[config.mk]
export PLATFORM = sky130hd
export DESIGN_NAME = pfs_sequencer
export DESIGN_NICKNAME = d
export VERILOG_FILES = /design/src/inc/pfs_pkg.sv /design/src/hdl/pfs_sequencer.sv /design/src/hdl/pfs_qualifier.sv
export SDC_FILE = /design/constraint.sdc
export NUM_CORES = 1
export LEC_CHECK = 0
export ABC_AREA = 1
export BUFFER_PORTS_ARGS = -buffer_cell sky130_fd_sc_hd__buf_2
export CAP_MARGIN = 20
export CORE_ASPECT_RATIO = 0.75
export CORE_MARGIN = 1.5
export CORE_UTILIZATION = 69
export CTS_BUF_LIST = sky130_fd_sc_hd__clkbuf_4
export CTS_CLUSTER_SIZE = 8
export DETAILED_ROUTE_END_ITERATION = 7
export HOLD_SLACK_MARGIN = 0.15
export MAX_ROUTING_LAYER = met4
export PLACE_DENSITY = 0.95
export SLEW_MARGIN = 10
export SYNTH_ARGS = -nofsm -noshare
export SYNTH_HDL_FRONTEND = slang
export SYNTH_HIERARCHICAL = 1
export SYNTH_SLANG_ARGS = --single-unit
[constraint.sdc]
create_clock -name mclk -period 6.24 [get_ports mclk]
set_input_delay 0.936 -clock mclk [delete_from_list [all_inputs] [get_ports mclk]]
set_output_delay 0.936 -clock mclk [all_outputs]
set_load 0.1 [all_outputs]
[src/inc/pfs_pkg.sv]
`default_nettype none
package pfs_pkg;

	// Clock rate
	localparam int unsigned CLK_HZ = 100_000_000;

	// Interval figures in their own units
	localparam int unsigned OVERVOLTAGE_BLANKING_US   = 30;
	localparam int unsigned OVERCURRENT_QUALIFY_DELAY_MS = 25;
	localparam int unsigned RESTART_TIME_S            = 1;

	// Interval counts in cycles
	localparam int unsigned OVERVOLTAGE_BLANKING_CYC =
		OVERVOLTAGE_BLANKING_US * (CLK_HZ / 1_000_000);
	localparam int unsigned OVERCURRENT_QUALIFY_DELAY_CYC =
		OVERCURRENT_QUALIFY_DELAY_MS * (CLK_HZ / 1_000);
	localparam int unsigned RESTART_TIME_CYC = RESTART_TIME_S * CLK_HZ;

	// Fault indices
	localparam int unsigned FAULT_COUNT = 5;
	localparam int unsigned F_LOCKOUT   = 0;
	localparam int unsigned F_OVERVOLT  = 1;
	localparam int unsigned F_UNDERVOLT = 2;
	localparam int unsigned F_OVERCUR   = 3;
	localparam int unsigned F_OVERTEMP  = 4;

	// Reset values
	localparam logic [FAULT_COUNT-1:0] FAULT_CAUSE_RESET = 5'h00;
	localparam logic [31:0]            TIMER_RESET       = 32'h00000000;

	// Profiles without undervoltage guard: default_5v_profile and second_profile
	localparam logic [2:0] DEFAULT_5V_PROFILE = 3'h0;
	localparam logic [2:0] SECOND_PROFILE     = 3'h1;

	// Sequencer states, Gray along lockout, start-up, run, restart, latch
	typedef enum logic [2:0] {
		ST_LOCKOUT = 3'h0,
		ST_STARTUP = 3'h1,
		ST_RUN     = 3'h3,
		ST_RESTART = 3'h2,
		ST_LATCHED = 3'h6
	} pfs_state_t;

	// Synchronous comparator and sensor levels
	typedef struct packed {
		logic supply_above_rise;
		logic supply_below_fall;
		logic overvoltage;
		logic undervoltage;
		logic over_current_limit;
		logic over_temp;
		logic supply_lost;
	} pfs_sense_t;

	// Drive towards the power stage and the coupler
	typedef struct packed {
		logic load_switch;
		logic current_sink;
		logic coupler_zero;
		logic coupler_hold;
		logic regulate_safe5v;
		logic profile_default;
		logic regulate_profile;
	} pfs_drive_t;

endpackage
`default_nettype wire

[src/hdl/pfs_sequencer.sv]
`timescale 1ns/1ns
`default_nettype none
module pfs_sequencer
	import pfs_pkg::*;
#(
	parameter int unsigned OVERCURRENT_QUALIFY_CYC = OVERCURRENT_QUALIFY_DELAY_CYC,
	parameter int unsigned RESTART_CYC             = RESTART_TIME_CYC
) (
	input  wire logic                   mclk,
	input  wire logic                   reset_n,
	input  wire pfs_sense_t             sense,
	input  wire logic [FAULT_COUNT-1:0] fault_latch_cfg,
	input  wire logic                   variant_constant_current,
	input  wire logic [2:0]             profile_index,
	input  wire logic                   contract_done,
	output pfs_drive_t                  drive,
	output logic                        constant_current_regulation,
	output pfs_state_t                  seq_state,
	output logic [FAULT_COUNT-1:0]      fault_cause
);

	// Qualifying delay for each fault
	function automatic int unsigned fault_delay(input int unsigned idx);
		case (idx)
			F_OVERVOLT: fault_delay = OVERVOLTAGE_BLANKING_CYC;
			F_OVERCUR:  fault_delay = OVERCURRENT_QUALIFY_CYC;
			default:    fault_delay = 0;
		endcase
	endfunction

	logic                   rst_meta;
	logic                   rst_sync;
	logic                   core_rst_n;
	pfs_state_t             state;
	pfs_state_t             next_state;
	logic [31:0]            restart_count;
	logic                   restart_done;
	logic [FAULT_COUNT-1:0] raw_fault;
	logic [FAULT_COUNT-1:0] qual_fault;
	logic [FAULT_COUNT-1:0] latch_sel;
	logic                   any_fault;
	logic                   latch_fault;
	logic                   undervolt_enabled;
	logic                   over_limit_cc;
	logic                   load_req;
	logic                   supply_rise_d;
	logic                   supply_rise_edge;
	logic                   sink_pulse;
	pfs_drive_t             next_drive;
	pfs_drive_t             drive_reg;

	// Reset release through two flip-flops
	always_ff @(posedge mclk or negedge reset_n) begin
		if (!reset_n) begin
			rst_meta <= 1'b0;
			rst_sync <= 1'b0;
		end else begin
			rst_meta <= 1'b1;
			rst_sync <= rst_meta;
		end
	end

	// Core reset follows the synchronized reset only, whatever the supply level
	assign core_rst_n = rst_sync;

	// Current limit routing by variant setting
	assign over_limit_cc = sense.over_current_limit & variant_constant_current;

	// Undervoltage guard only above the second profile
	assign undervolt_enabled = (profile_index != DEFAULT_5V_PROFILE) &&
		(profile_index != SECOND_PROFILE);

	// Raw fault conditions
	assign raw_fault[F_LOCKOUT]   = sense.supply_below_fall;
	assign raw_fault[F_OVERVOLT]  = sense.overvoltage;
	assign raw_fault[F_UNDERVOLT] = sense.undervoltage & undervolt_enabled;
	assign raw_fault[F_OVERCUR]   = sense.over_current_limit & ~variant_constant_current;
	assign raw_fault[F_OVERTEMP]  = sense.over_temp;

	// Per-fault qualification and response selection
	genvar gi;
	generate
		for (gi = 0; gi < FAULT_COUNT; gi++) begin : g_fault
			pfs_qualifier #(
				.DELAY (fault_delay(gi))
			) u_qual (
				.mclk      (mclk),
				.rst_n     (core_rst_n),
				.cond      (raw_fault[gi]),
				.qualified (qual_fault[gi])
			);
			if (gi == F_OVERTEMP) begin : g_forced
				assign latch_sel[gi] = 1'b1;
			end else begin : g_cfg
				assign latch_sel[gi] = fault_latch_cfg[gi];
			end
		end
	endgenerate

	// Fault summary seen by the sequencer
	assign any_fault   = |qual_fault;
	assign latch_fault = |(qual_fault & latch_sel);

	// Restart time reached
	assign restart_done = (restart_count == 32'(RESTART_CYC - 1));

	// Rising supply edge for the latched sink
	assign supply_rise_edge = sense.supply_above_rise & ~supply_rise_d;

	// Next sequencer state
	always_comb begin
		next_state = state;
		unique case (state)
			ST_LOCKOUT: begin
				if (sense.supply_above_rise) begin
					next_state = ST_STARTUP;
				end
			end
			ST_STARTUP, ST_RUN: begin
				if (latch_fault) begin
					next_state = ST_LATCHED;
				end else if (any_fault) begin
					next_state = ST_RESTART;
				end else if (state == ST_STARTUP && contract_done) begin
					next_state = ST_RUN;
				end
			end
			ST_RESTART: begin
				if (latch_fault) begin
					next_state = ST_LATCHED;
				end else if (restart_done) begin
					next_state = ST_STARTUP;
				end
			end
			ST_LATCHED: begin
				next_state = ST_LATCHED;
			end
			default: begin
				next_state = ST_LOCKOUT;
			end
		endcase
	end

	// State register
	always_ff @(posedge mclk or negedge core_rst_n) begin
		if (!core_rst_n) begin
			state <= ST_LOCKOUT;
		end else begin
			state <= next_state;
		end
	end

	// Restart timer runs only with supply above lockout
	always_ff @(posedge mclk or negedge core_rst_n) begin
		if (!core_rst_n) begin
			restart_count <= TIMER_RESET;
		end else if (state != ST_RESTART || !sense.supply_above_rise) begin
			restart_count <= TIMER_RESET;
		end else if (!restart_done) begin
			restart_count <= restart_count + 32'h00000001;
		end
	end

	// Cause of the last protection event
	always_ff @(posedge mclk or negedge core_rst_n) begin
		if (!core_rst_n) begin
			fault_cause <= FAULT_CAUSE_RESET;
		end else if ((state == ST_STARTUP || state == ST_RUN) && any_fault) begin
			fault_cause <= qual_fault;
		end
	end

	// Supply edge tracker and latched sink pulse stretch
	always_ff @(posedge mclk or negedge core_rst_n) begin
		if (!core_rst_n) begin
			supply_rise_d <= 1'b0;
			sink_pulse    <= 1'b0;
		end else begin
			supply_rise_d <= sense.supply_above_rise;
			sink_pulse    <= (state == ST_LATCHED) & supply_rise_edge;
		end
	end

	// Drive levels for the next cycle
	always_comb begin
		next_drive = '0;
		unique case (next_state)
			ST_STARTUP: begin
				next_drive.load_switch     = 1'b1;
				next_drive.regulate_safe5v = 1'b1;
			end
			ST_RUN: begin
				next_drive.load_switch      = 1'b1;
				next_drive.regulate_profile = 1'b1;
				next_drive.coupler_hold     = over_limit_cc;
			end
			ST_RESTART: begin
				next_drive.regulate_safe5v = sense.supply_above_rise;
				next_drive.profile_default = 1'b1;
			end
			ST_LATCHED: begin
				next_drive.current_sink = 1'b1;
				next_drive.coupler_zero = 1'b1;
			end
			default: begin
				next_drive = '0;
			end
		endcase
	end

	// Drive register
	always_ff @(posedge mclk or negedge core_rst_n) begin
		if (!core_rst_n) begin
			drive_reg <= '0;
		end else begin
			drive_reg <= next_drive;
		end
	end

	// Switch request cut at once by lockout or supply loss
	assign load_req = drive_reg.load_switch & ~sense.supply_below_fall & ~sense.supply_lost;

	// Outputs towards the power stage
	always_comb begin
		drive              = drive_reg;
		drive.load_switch  = load_req;
		drive.current_sink = drive_reg.current_sink | sink_pulse;
	end

	assign constant_current_regulation = drive_reg.coupler_hold;
	assign seq_state                   = state;

endmodule
`default_nettype wire

[src/hdl/pfs_qualifier.sv]
`timescale 1ns/1ns
`default_nettype none
module pfs_qualifier
	import pfs_pkg::*;
#(
	parameter int unsigned DELAY = 0
) (
	input  wire logic mclk,
	input  wire logic rst_n,
	input  wire logic cond,
	output logic      qualified
);

	generate
		if (DELAY == 0) begin : g_direct
			// No qualifying delay: pass at once
			assign qualified = cond;
		end else begin : g_timed
			logic [31:0] count;
			logic        hit;
			wire         at_end = (count == 32'(DELAY - 1));

			// Count while the condition stands, clear when it drops
			always_ff @(posedge mclk or negedge rst_n) begin
				if (!rst_n) begin
					count <= TIMER_RESET;
					hit   <= 1'b0;
				end else if (!cond) begin
					count <= TIMER_RESET;
					hit   <= 1'b0;
				end else if (at_end) begin
					hit <= 1'b1;
				end else if (!hit) begin
					count <= count + 32'h00000001;
				end
			end

			assign qualified = hit & cond;
		end
	endgenerate

endmodule
`default_nettype wire

; Word-level counts from Yosys, hierarchy flattened
; Index checks and enable logic that the tools add are counted.
[totals]
regBits = 117
latch_bits = 0
ram_bits = 0
romBits = 0
in_bits = 19
out_inout_bits = 16
elab_cells = 95
n_memories = 0
[classes]
n_addsub = 3
multipliers = 0
n_div = 0
order_cmp = 0
n_eq_ne = 20
shift = 0
mux = 25
bitwise_logic = 15
reduce_logical = 14
[ops]
columns = op, n
row1 = 32-bit 2-to-1 mux, 8
row2 = 32-bit by 1-bit adder with 32-bit output (second input constant), 3
row3 = 32-bit by 12-bit == test with 1-bit output (second input constant), 1
row4 = 32-bit by 22-bit == test with 1-bit output (second input constant), 1
row5 = 32-bit by 27-bit == test with 1-bit output (second input constant), 1
row6 = 3-bit 2-to-1 mux, 6
row7 = 3-bit by 2-bit == test with 1-bit output (second input constant), 4
row8 = 3-bit case mux with 4 select lines, 1
row9 = 2-bit inequality test (second input constant), 5
row10 = 5-bit OR reduction, 2
row11 = 1-bit AND, 9
row12 = 1-bit 2-to-1 mux, 8
row13 = 3-bit by 1-bit == test with 1-bit output (second input constant), 2
row14 = 3-bit == test (second input constant), 2
row15 = 5-bit AND, 1
row16 = 2-bit by 1-bit inequality test with 1-bit output (second input constant), 2
row17 = 1-bit inverter, 4
row18 = 2-bit AND reduction, 2
row19 = 2-bit OR reduction, 2
row20 = 1-bit logical AND, 3
row21 = 3-bit zero test, 1
row22 = 3-bit by 1-bit inequality test with 1-bit output (second input constant), 1
row23 = 3-bit by 2-bit inequality test with 1-bit output (second input constant), 1
row24 = 3-bit nonzero test, 1
row25 = other kinds (5), 6

; Depth between registers and ports, before layout
[logic_depth]
word_depth = 10
depth_mapped = 15
mapped_depth_nobuf = 14

; Modules after synthesis
; The synthesis kept the hierarchy.
[by_module_without_submodules]
columns = mod, n_inst, cells_each, area_per_inst_um2, seq_area_each_um2
row1 = pfs_sequencer, 1, 359, 2801.4, 1251.2
row2 = pfs_qualifier (g_fault[3].u_qual), 1, 389, 2354.8, 825.8
row3 = pfs_qualifier (g_fault[1].u_qual), 1, 380, 2349.8, 825.8
row4 = pfs_qualifier (g_fault[0].u_qual ...), 3, 1, 7.5, 0.0

; Worst setup path before layout
; Ideal clock, no wire load.
[synth_path]
path_kind = input-to-output
start = input port sense[5] (netlist bit)
end = output port drive[6] (netlist bit)
arrival_ns = 1.417
t_required_ns = 5.304
slack_ns = 3.887
path_stages = 2
path_buffers = 1
path_cell_list = nor3b_1 -> buf_4
[synth_rtl]
columns = element, line_no
row1 = start: declaration, pfs_sequencer.sv:11  ; input wire pfs_sense_t sense,
row2 = end: declaration, pfs_sequencer.sv:16  ; output pfs_drive_t drive,

==> flow_summary.yaml <==
final_layout:
  antenna_cells: 0
  syn2layout_area_growth_pct: 5.88
  largest_reg_flops: 64
  regMostFlops: "g_fault.u_qual/g_timed.count"
  nets: 1180
  layout-drive-gt1-share: 0.104
  fin_util: 0.763
  reg_top3: "g_fault.u_qual/g_timed.count x64, restart_count x32"
floorplanning:
  dieArea_sq_mm: 0.0116
  fp.dieW_um: 124
  core-area_sq_mm: 0.0105
  row_count: 32
  initial_core_util: 0.720
  die_h_um: 93.5
  io_pins: 35
timing:
  hold_viol_final: 0
  fin_crit_sh: 0.422
  rsz0062_at_grt: "no"
  layout_min_cycle_time_ns: 2.63
  finalClockSkew_ns: 0.0160
  worst_slew_pin_slew_ns: 0.916
  maxSlewViolCount: 0
  setup_violations: 0
  finalSetupTns_ns: 0
  max_slew_margin: 0.389
  fmax_ghz: 0.380
synth:
  synthArstFlopShare: 1.00
  synth_nets: 1153
  synthFlopType: "dfrtp_1"
  ys_ff_latch: 116
  syn_area_sq_mm: 0.00753
  ys_seq_area_frac: 0.386
  synth_top_area_frac: 0.386
  post-synth-top-count-cell: "nand2_1"
  synthCells: 1131
  avgSynthCellArea_sq_um: 6.66
  yosys-top-cells-count: "408 x nand2_1, 189 x nor2_1, 116 x dfrtp_1"
  synth.distinct_cells: 47
  synth_edf_count: 0
  yosysWarnings: 6
  synth_top_cell_by_area: "dfrtp_1"
  ys_top_cells_by_area: "dfrtp_1 39%, nand2_1 20%, nor2_1 9.4%"
critical_path:
  required_ns: 5.30
  crit_path_start: "sense[5]"
  cp-start-kind: "input port"
  cp-end-kind: "primary output"
  critPathMaxFanout: 4
  crit_arrival_ns: 1.70
  r2r_start: "g_fault[3].u_qual/g_timed.count[0]"
  crit_type: "input port to primary output"
power_and_ir_drop:
  power_density_mw_per_mm2: 229
  ir_drop_mv: 0.235
  power.leakage_nw: 3.61
status:
  outcome: "complete, no violations"
clocking:
  cts_resized: 0
  worst_skew_pair.late_latency_ns: 0.51
  ctsLongestPathBuffers: 2
  cts_sinks: 116
  htreeDepth: 4
  cts_root_buf: "clkbuf_4"
  numCtsBuffers: 17
  cts_tree: "yes"
  cts.clk_slew.worst_paths_ns: 0.10
global_routing:
  antenna_found_initial: 0
  overflow: 0
  grt_max_degree: 78
  grt_pass1_wl_mm: 30.4
  grt_pass1_vias: 6564
  grt_usage: 0.347
detailed_routing:
  wl_met1_mm: 8.28
  dr.pass1.iters: 5
  totalWireLength_mm: 17.9
  vias_per_cell: 5.55
  wl_per_cell_um: 13.7
  drt_iter0_markers: 663
  antenna_left: 0
  via_count: 7260
  met2_length_mm: 7.48
  wl_met3_mm: 1.82
  drc: 0
  dr.max_layer_used: "met4"
placement:
  dp.final_hpwl_mm: 13.1
  port_buffers: 32
  routabilityCongestion: 1.07
flow_run:
  maxCapViolations: 0
hold_path:
  hp-class: "register to asynchronous set/reset pin"
layer usage:
layer,vias up,track usage
li1,3586,-
met1,3325,0.484
met2,315,0.503
met3,34,0.0927
met4,0,0.0920
met5,-,-
power breakdown:
group | total (W) | internal (W) | switching [W]
clock network | 0.000553 | 0.000272 | 0.000281
logic | 0.000452 | 0.0000752 | 0.000376
registers | 0.000817 | 0.000789 | 0.0000279
final cells by class:
class | instances | area (sq um)
flip-flops and latches | 116 | 2910
repair buffers | 37 | 200
inverters | 118 | 443
well taps | 136 | 170
multi-input cells | 868 | 3970
clock inverters | 14 | 143
clock buffers | 18 | 135
fillers | 839 | 2480
cell families after synthesis:
family / synth area share
AND/OR/NAND/NOR: 0.421
buffers and inverters: 0.0869
flip-flops: 0.386
AO/OA/AOI/OAI: 0.0656
XOR/XNOR: 0.0337
adder cells (fa/ha/maj): 0.00499
other: 0.000498
multiplexers: 0.00150
worst paths after layout:
kind | end | cells past startpoint | slack [ns]
worst max-delay path | drive[6] | 3 | 3.61
worst min-delay path | g_fault[3].u_qual/g_timed.count[31] | 0 | 0.30
worst max register to register | g_fault[3].u_qual/g_timed.count[15] | 10 | 3.91
worst min register to register | g_fault[3].u_qual/g_timed.count[31] | 0 | 0.30
max in group asynchronous | restart_count[13] | 1 | 4.65
min in group mclk | core_rst_n | 0 | 0.36
through the flow:
step                hold WS, ns  area (sq um)  std cells  power [W]  worst slack, ns
floorplan                 0.331          7530       1131    0.00122             2.77
global placement          0.314          7680       1274    0.00127             3.36
CTS                       0.156          7960       1306    0.00183             3.61
detailed placement        0.317          7680       1274    0.00128             3.28
global route              0.357          7970       1307    0.00191             3.55
finish                    0.301          7970       1307    0.00182             3.61
cell usage in the layout (no fill, tap or decap), drive strengths merged:
| master | count |
|---|---|
| nor2 | 210 |
| xnor2 | 6 |
| o211a | 1 |
| nand4 | 7 |
| a31oi | 2 |
| or2 | 2 |
| clkinv | 11 |
| inv | 117 |
| o21bai | 3 |
| o21a | 1 |
| mux2 | 1 |
| o211ai | 1 |
| clkinvlp | 1 |
| o22ai | 1 |
| a21oi | 20 |
| nand3b | 5 |
| a211oi | 2 |
| ha | 3 |
| nor3b | 3 |
| bufinv | 3 |
| buf | 36 |
| o21ai | 60 |
| nand2 | 421 |
| nor3 | 16 |
| and2 | 2 |
| nand3 | 71 |
| nor4 | 6 |
| clkbuf | 18 |
| dfrtp | 116 |
| conb | 1 |
| xor2 | 23 |
| dlygate4sd3 | 1 |
critical path, stage by stage:
cell	delay, ns
buf_2	0.12
nor3b_1	0.18
buf_2	0.45
what timing repair did:
action,in CTS,in global routing
endpoints found under the hold margin,0,2
hold buffers,0,1
setup buffers,0,0
(Power assumes the default switching activity.)
